### src/core/pfm_defines.svh
// Timing and reset constants for the mains-fail monitor
`ifndef PFM_DEFINES_SVH
`define PFM_DEFINES_SVH

// ----------------------------------------
// Clock
// ----------------------------------------
`define PFM_CLK_HZ 100000000
`define PFM_US_TO_CYC(us) ((us) * (`PFM_CLK_HZ / 1000000))

// ----------------------------------------
// Sequence times, in microseconds, and the phase tolerance
// ----------------------------------------
`define PFM_RESTART_US 525000
`define PFM_RELEASE_US 225000
`define PFM_LOSS_MAX_US 50000
`define PFM_SETTLE_US 10000
`define PFM_HALF_US 8333
`define PFM_PHASE_TOL_PCT 100

// ----------------------------------------
// Reset values
// ----------------------------------------
`define PFM_SYNC_RST 1'b0
`define PFM_LINESYNC_IDLE 1'b1

`endif

### src/core/pfm_pkg.sv
// Types shared by the mains-fail monitor modules
package pfm_pkg;
	typedef enum logic [1:0] {
		PFM_RUN,
		PFM_FAIL,
		PFM_DOWN,
		PFM_RECOVER
	} pfm_state_t;
endpackage

### src/core/pfm_pin_if.sv
// Carrier for raw pin levels and their synchronised copies
`timescale 1ns/1ps
interface pfm_pin_if #(parameter int W = 3) ();
	logic [W-1:0] raw;
	logic [W-1:0] clean;
	modport syncer (input raw, output clean);
	modport user (output raw, input clean);
endinterface

### src/core/pfm_sync.sv
// Three-stage pin synchroniser with agreement filter
`timescale 1ns/1ps
`include "pfm_defines.svh"
module pfm_sync #(parameter int W = 3) (
	input wire logic ref_clk,
	input wire logic nrst,
	pfm_pin_if.syncer pins
);
	logic [W-1:0] f1;
	logic [W-1:0] f2;
	logic [W-1:0] f3;
	logic [W-1:0] clean;
	logic [W-1:0] next_clean;

	// ----------------------------------------
	// Filter
	// ----------------------------------------
	// f1 feeds only f2; a change is taken once f2 and f3 agree
	always_comb begin
		for (int i = 0; i < W; i++) begin
			next_clean[i] = (f2[i] == f3[i]) ? f3[i] : clean[i];
		end
	end

	always_ff @(posedge ref_clk or negedge nrst) begin
		if (!nrst) begin
			f1 <= {W{`PFM_SYNC_RST}};
			f2 <= {W{`PFM_SYNC_RST}};
			f3 <= {W{`PFM_SYNC_RST}};
			clean <= {W{`PFM_SYNC_RST}};
		end else begin
			f1 <= pins.raw;
			f2 <= f1;
			f3 <= f2;
			clean <= next_clean;
		end
	end

	assign pins.clean = clean;
endmodule // pfm_sync

### src/core/pfm_top.sv
// Mains-fail monitor: fail and restart line sequencing, standby switch, line sync
// Contract
// - Mains loss drives every mains-loss line low with no deliberate delay.
// - Mains-loss lines release within 50 ms once mains and supply both recover.
// - Restart lines go low 525 ms after the mains-loss lines fall.
// - Restart lines go high 225 ms after mains and supply both recover.
// - Every copy of both line groups has its own driver.
// - Standby rail switches on at mains failure, off at power-up.
// - Line sync comes from the crystal, locked to mains reference points.
// - Line sync is a 50 percent square wave with 8.333 ms halves.
// - Line sync bridges missing reference pulses and ignores line noise.
// - Line sync stops while restart is low and resumes on release.
`timescale 1ns/1ps
`include "pfm_defines.svh"
module pfm_top #(
	parameter int NLOSS = 2,
	parameter int NRESTART = 2,
	parameter int unsigned RESTART_CYC = `PFM_US_TO_CYC(`PFM_RESTART_US),
	parameter int unsigned RELEASE_CYC = `PFM_US_TO_CYC(`PFM_RELEASE_US),
	parameter int unsigned SETTLE_CYC = `PFM_US_TO_CYC(`PFM_SETTLE_US),
	parameter int unsigned HALF_CYC = `PFM_US_TO_CYC(`PFM_HALF_US)
) (
	input wire logic ref_clk,
	input wire logic nrst,
	input wire logic mains_ok,
	input wire logic supply_ok,
	input wire logic phase_ref,
	output logic [NLOSS-1:0] mains_loss_flag_n,
	output logic [NRESTART-1:0] restart_n,
	output logic standby_on,
	output logic linesync
);
	localparam logic [31:0] RESTART_LAST = 32'(RESTART_CYC - 1);
	localparam logic [31:0] RELEASE_LAST = 32'(RELEASE_CYC - 1);
	localparam logic [31:0] SETTLE_LAST = 32'(SETTLE_CYC - 1);
	localparam logic [31:0] HALF_LAST = 32'(HALF_CYC - 1);
	localparam logic [31:0] WIN = 32'(HALF_CYC / `PFM_PHASE_TOL_PCT);
	localparam logic [31:0] EARLY = 32'(HALF_CYC - HALF_CYC / `PFM_PHASE_TOL_PCT);

	// ----------------------------------------
	// Input synchronisation
	// ----------------------------------------
	pfm_pin_if #(.W(3)) pins ();
	assign pins.raw = {phase_ref, supply_ok, mains_ok};

	pfm_sync #(.W(3)) u_sync (
		.ref_clk(ref_clk),
		.nrst(nrst),
		.pins(pins)
	);

	logic mains_loss_signal;
	logic recovered;
	logic ph;
	assign mains_loss_signal = ~pins.clean[0];
	assign recovered = pins.clean[0] & pins.clean[1];
	assign ph = pins.clean[2];

	// ----------------------------------------
	// Power sequence
	// ----------------------------------------
	pfm_pkg::pfm_state_t state;
	pfm_pkg::pfm_state_t next_state;
	logic [31:0] cnt;
	logic [31:0] next_cnt;
	logic loss;
	logic next_loss;
	logic rst_act;
	logic next_rst_act;
	logic next_standby;

	always_comb begin
		next_state = state;
		next_cnt = cnt;
		next_loss = loss;
		next_rst_act = rst_act;
		next_standby = standby_on;
		case (state)
			pfm_pkg::PFM_RUN: begin
				if (mains_loss_signal) begin
					next_state = pfm_pkg::PFM_FAIL;
					next_cnt = '0;
					next_loss = 1'b1;
					next_standby = 1'b1;
				end
			end
			pfm_pkg::PFM_FAIL: begin
				if (recovered) begin
					next_state = pfm_pkg::PFM_RECOVER;
					next_cnt = '0;
				end else if (cnt >= RESTART_LAST) begin
					next_state = pfm_pkg::PFM_DOWN;
					next_rst_act = 1'b1;
				end else begin
					next_cnt = cnt + 32'h1;
				end
			end
			pfm_pkg::PFM_DOWN: begin
				if (recovered) begin
					next_state = pfm_pkg::PFM_RECOVER;
					next_cnt = '0;
				end
			end
			pfm_pkg::PFM_RECOVER: begin
				// Any dip while counting restarts the whole recovery
				if (!recovered) begin
					next_state = rst_act ? pfm_pkg::PFM_DOWN : pfm_pkg::PFM_FAIL;
					next_cnt = '0;
					next_loss = 1'b1;
					next_standby = 1'b1;
				end else begin
					next_cnt = cnt + 32'h1;
					if (cnt >= SETTLE_LAST) begin
						next_loss = 1'b0;
					end
					if (cnt >= RELEASE_LAST) begin
						next_state = pfm_pkg::PFM_RUN;
						next_rst_act = 1'b0;
						next_standby = 1'b0;
					end
				end
			end
			default: begin
				next_state = pfm_pkg::PFM_DOWN;
			end
		endcase
	end

	// Power-up counts as a failure so the sequence starts from restart held
	always_ff @(posedge ref_clk or negedge nrst) begin
		if (!nrst) begin
			state <= pfm_pkg::PFM_DOWN;
			cnt <= '0;
			loss <= 1'b1;
			rst_act <= 1'b1;
			standby_on <= 1'b0;
		end else begin
			state <= next_state;
			cnt <= next_cnt;
			loss <= next_loss;
			rst_act <= next_rst_act;
			standby_on <= next_standby;
		end
	end

	// ----------------------------------------
	// Output line drivers
	// ----------------------------------------
	// One flop per copy, so a shorted line cannot pull down its siblings
	genvar gi;
	for (gi = 0; gi < NLOSS; gi++) begin : g_loss
		always_ff @(posedge ref_clk or negedge nrst) begin
			if (!nrst) begin
				mains_loss_flag_n[gi] <= 1'b0;
			end else begin
				mains_loss_flag_n[gi] <= ~next_loss;
			end
		end
	end
	for (gi = 0; gi < NRESTART; gi++) begin : g_restart
		always_ff @(posedge ref_clk or negedge nrst) begin
			if (!nrst) begin
				restart_n[gi] <= 1'b0;
			end else begin
				restart_n[gi] <= ~next_rst_act;
			end
		end
	end

	// ----------------------------------------
	// Line sync
	// ----------------------------------------
	logic ph_d;
	logic ref_rise;
	logic [31:0] pcnt;
	logic [31:0] next_pcnt;
	logic next_linesync;
	assign ref_rise = ph & ~ph_d;

	// Reference edges only count within 1 percent of the expected point
	always_comb begin
		next_pcnt = pcnt + 32'h1;
		next_linesync = linesync;
		if (rst_act) begin
			next_pcnt = '0;
			next_linesync = `PFM_LINESYNC_IDLE;
		end else if (ref_rise && pcnt >= EARLY) begin
			next_pcnt = '0;
			next_linesync = ~linesync;
		end else if (ref_rise && pcnt < WIN) begin
			next_pcnt = '0;
		end else if (pcnt >= HALF_LAST) begin
			next_pcnt = '0;
			next_linesync = ~linesync;
		end
	end

	always_ff @(posedge ref_clk or negedge nrst) begin
		if (!nrst) begin
			ph_d <= 1'b0;
			pcnt <= '0;
			linesync <= `PFM_LINESYNC_IDLE;
		end else begin
			ph_d <= ph;
			pcnt <= next_pcnt;
			linesync <= next_linesync;
		end
	end
endmodule // pfm_top

### config.mk
export PLATFORM = sky130hd
export DESIGN_NAME = pfm_top
export DESIGN_NICKNAME = d
export VERILOG_FILES = /design/src/core/pfm_pkg.sv /design/src/core/pfm_pin_if.sv /design/src/core/pfm_sync.sv /design/src/core/pfm_top.sv
export VERILOG_INCLUDE_DIRS = /design/src /design/src/core
export SDC_FILE = /design/constraint.sdc
export NUM_CORES = 1
export LEC_CHECK = 0
export ABC_AREA = 0
export BUFFER_PORTS_ARGS = -buffer_cell sky130_fd_sc_hd__buf_2
export CAP_MARGIN = 20
export CORE_MARGIN = 1.5
export CORE_UTILIZATION = 40
export DETAILED_ROUTE_END_ITERATION = 16
export REMOVE_ABC_BUFFERS = 1
export SLEW_MARGIN = 20
export SYNTH_ARGS = -nofsm -noshare
export SYNTH_HDL_FRONTEND = slang
export SYNTH_SLANG_ARGS = --single-unit
### constraint.sdc
create_clock -name ref_clk -period 2 [get_ports ref_clk]
set_input_delay 0.4 -clock ref_clk [delete_from_list [all_inputs] [get_ports ref_clk]]
set_output_delay 0.4 -clock ref_clk [all_outputs]
set_load 0.01 [all_outputs]
==> metrics.md <==
| Metric | Value |
|---|---|
| Number of antenna violations at the first check in global routing | `0` |
| DR pass1 iterations | `4` |
| Vias per std cell | `5.38` |
| H-tree depth | `3` |
| Number of clock buffers inserted by TritonCTS | `9` |
| Total chip power | `4.90 mW` |
| Data arrival time of the critical path | `2.46 ns` |
| Final HPWL from detailed placement | `7300 um` |
| Kind of launch point of the worst setup path | `register` |
| Count of mapped cells out of synthesis | `455` |
| ANT nets after route | `0` |
| Dominant register cell in the synthesized netlist | `dfrtp_1` |
| Unrepaired setup endpoints after global routing | `yes` |
| Initial detailed-routing violation count | `202` |
| Leading cell types by total area after synthesis | `dfrtp_1, nor2_1, or3_1` |
| Remaining Overflow, GRT | `0` |
| Total count of hold-check failures in the final report | `0` |
| Data required time of the worst path | `2.29 ns` |
| Largest driver fanout on the critical path | `8` |
| Number of distinct library cells after synthesis | `63` |
| Clock transition time at the flip-flop clock pins of the worst setup and hold paths | `0.10 ns` |
| Min-Delay Path Class | `in2reg` |
| Via count of the first global-routing pass | `3722` |
| Total of buffers placed on input and output ports | `10` |
| RD Place Congestion | `0.857` |
| Number of pins exceeding their max-slew limit in the final report | `0` |
| Slowest stage cell on the critical path | `dfrtp_2` |
| Share of cells above drive strength 1 | `0.398` |
| Area added between synthesis and finish | `41.6%` |
| Post-layout instance count excluding filler cells | `721` |
| Max-cap violation count | `0` |
| End-of-flow core utilization | `0.591` |
| Synthesized flop and latch total | `85` |
| Capturing element type of the critical path | `register` |
| Post-route setup slack | `-0.176 ns` |
| Worst path max stage delay | `0.46 ns` |
| Worst slack after detailed placement | `-0.338 ns` |
| Top cell types by occurrence after synthesis | `dfrtp_1, nor2_1, nand2_1, a21oi_1, o21ai_0` |
| Antenna diode count | `0` |
| Final WL | `11100 um` |
| Post-synth EDFFs | `0` |
| Share of flip-flops with an asynchronous set or reset after synthesis | `1.00` |
| Chip Width | `107 um` |
| Final critical delay including setup and external delays | `2.18 ns` |
| Number of nets in the layout | `592` |
| Initial core utilization | `0.417` |
| Sinks on the clock net | `85` |
| Boundary pin count | `11` |
| Failing checks | `negative setup slack` |
| TritonCTS clock tree | `built` |
| Crit Path Category | `reg2reg` |
| Sum of negative setup slack | `-3.92 ns` |
| Number of standard-cell rows in the floorplan | `37` |
| Clock insertion delay at the later pin of the skew report | `0.37 ns` |
| Mean area per synthesized cell | `9.59 sq um` |
| Part of the cycle the worst path needs | `1.09` |
| Overall die area | `11500 sq um` |
| Global-route wire length before repair | `17600 um` |
| Number of cells after detailed placement | `679` |
| Wire per inst | `15.4 um` |
| Power Dens Cells | `794 nW/um^2` |
| Achievable frequency | `0.459 GHz` |
| Total core area | `10500 sq um` |
| Post-synthesis cell area | `4360 sq um` |
| Static leakage | `2.50 nW` |
| Top cell type's share of synthesized area | `0.465` |
| Register area share after synthesis | `0.489` |
| Status | `complete, but fails checks` |
| Clk buf depth | `2` |
| Maximum clock skew at final layout | `0.0106 ns` |
| Buffers plus inverters on the worst setup path | `1` |
| Total of warnings raised by yosys | `0` |
| Kind of cell with the highest combined delay on the critical path | `compound AO/OA/AOI/OAI gates` |
| Fill cells | `900` |
| Peak supply drop | `0.525 mV` |
| Maximum number of pins on one net before global-route repair | `49` |
| Combined global-route utilization of all metal layers | `0.196` |
| DRC errors left | `0` |
| Die outline height | `107 um` |
| Ordered cell list for the critical path | `a2111oi_4 > o21ai_2 > o211ai_4 > buf_4 > nand4_4 > or3_1 > a21oi_1` |
| Leading area contributor after synthesis | `dfrtp_1` |
| Clock root cell | `clkbuf_8` |
| Total vias in the final route | `3880` |
| Most frequent cell after synthesis | `dfrtp_1` |
| Final setup violation count | `51` |
==> placed cells by master, fill, tap and decap left out, types with 4 or more instances in the layout <==
master / n
buf_2: 9
xor2_1: 4
nand3_1: 22
o21ai_0: 16
dfrtp_1: 79
nor4_1: 6
clkbuf_8: 9
and3_1: 5
nand2b_1: 5
buf_4: 99
nand2_1: 34
conb_1: 12
o21ai_1: 13
a21oi_1: 17
nand4_1: 8
nor2_4: 15
nor3_2: 4
or3_1: 21
inv_8: 4
nor2_1: 24
nor3_1: 10
nor4_2: 5
a21oi_2: 10
o211ai_1: 4
buf_6: 10
dfstp_2: 4
inv_1: 17
xnor2_1: 16
==> repair_timing <==
action / CTS / global route
endpoints found under the hold margin: 9 / 0
gates resized for setup: 58 / 92
setup endpoints to repair: 58 / 58
hold buffers: 1 / 0
setup buffers: 14 / 9
pin swaps: 23 / 41
cloned: 1 / 1
==> final timing paths <==
path / startpoint / end / depth (start not counted) / slack [ns]
worst max-delay path: cnt[11] / cnt[29] / 7 / -0.18
min in group asynchronous: nrst / u_sync.f2[2] / 2 / 0.42
worst max register to register: cnt[11] / cnt[29] / 7 / -0.18
worst min register to register: u_sync.f1[1] / u_sync.f2[1] / 0 / 0.36
max in group asynchronous: nrst / asynchronous set/reset pin / 3 / 0.96
worst min-delay path: mains_ok / u_sync.f1[0] / 1 / 0.14
==> cell type report <==
class | instances | area (sq um) | share of cell area
multi-input combinational | 344 | 2630 | 0.425
sequential | 85 | 2130 | 0.345
timing repair buffer | 123 | 981 | 0.159
tap | 136 | 170 | 0.0275
clock buffer | 9 | 124 | 0.0200
clock inverter | 7 | 77.6 | 0.0126
inverter | 17 | 63.8 | 0.0103
==> metal layers <==
layer / up-vias / share of wire / GRT usage
li1: 1891 / - / -
met1: 1923 / 0.48 / 0.264
met3: 17 / 0.029 / 0.0387
met4: 0 / 0.015 / 0.0714
met2: 49 / 0.48 / 0.316
met5: - / 0 / 0
==> report_power, final <==
group	switching [mW]	leakage, nW	internal (mW)	total (mW)
logic	0.945	1.31	0.839	1.78
clock network	0.739	0.100	0.499	1.24
registers	0.0538	1.09	1.83	1.88
total	1.74	2.50	3.17	4.90
==> logic make-up (layout without fill, tap and decap cells) <==
| kind of cell | Yosys count | in the layout | share of synthesized area |
|---|---|---|---|
| and+or+nand+nor | 197 | 198 | 0.236 |
| buffers and inverters | 38 | 156 | 0.0467 |
| AOI/OAI and AO/OA | 102 | 102 | 0.156 |
| muxes | 2 | 2 | 0.00459 |
| other | 1 | 12 | 0.000860 |
| adders and majority gates | 10 | 10 | 0.0270 |
| xor gates and xnor gates | 20 | 20 | 0.0401 |
| DFF | 85 | 85 | 0.489 |
==> flip-flops by register name (all words and copies together) (netlist names), named ones only <==
signal and cells:
state 2, mains_loss_flag_n 1, cnt 32, pcnt 32
ph_d 1, u_sync.pins.clean 3, u_sync.f3 3, u_sync.f2 3
restart_n 1, linesync 1, u_sync.f1 3, standby_on 1
==> per-stage QoR <==
stage | instance area, sq um | hold slack (ns)
floorplan | 4260 | 0.104
global placement | 5160 | 0.247
detailed placement | 5160 | 0.246
CTS | 5730 | 0.118
global route | 6180 | 0.107
finish | 6180 | 0.138
(Power assumes the default switching activity.)
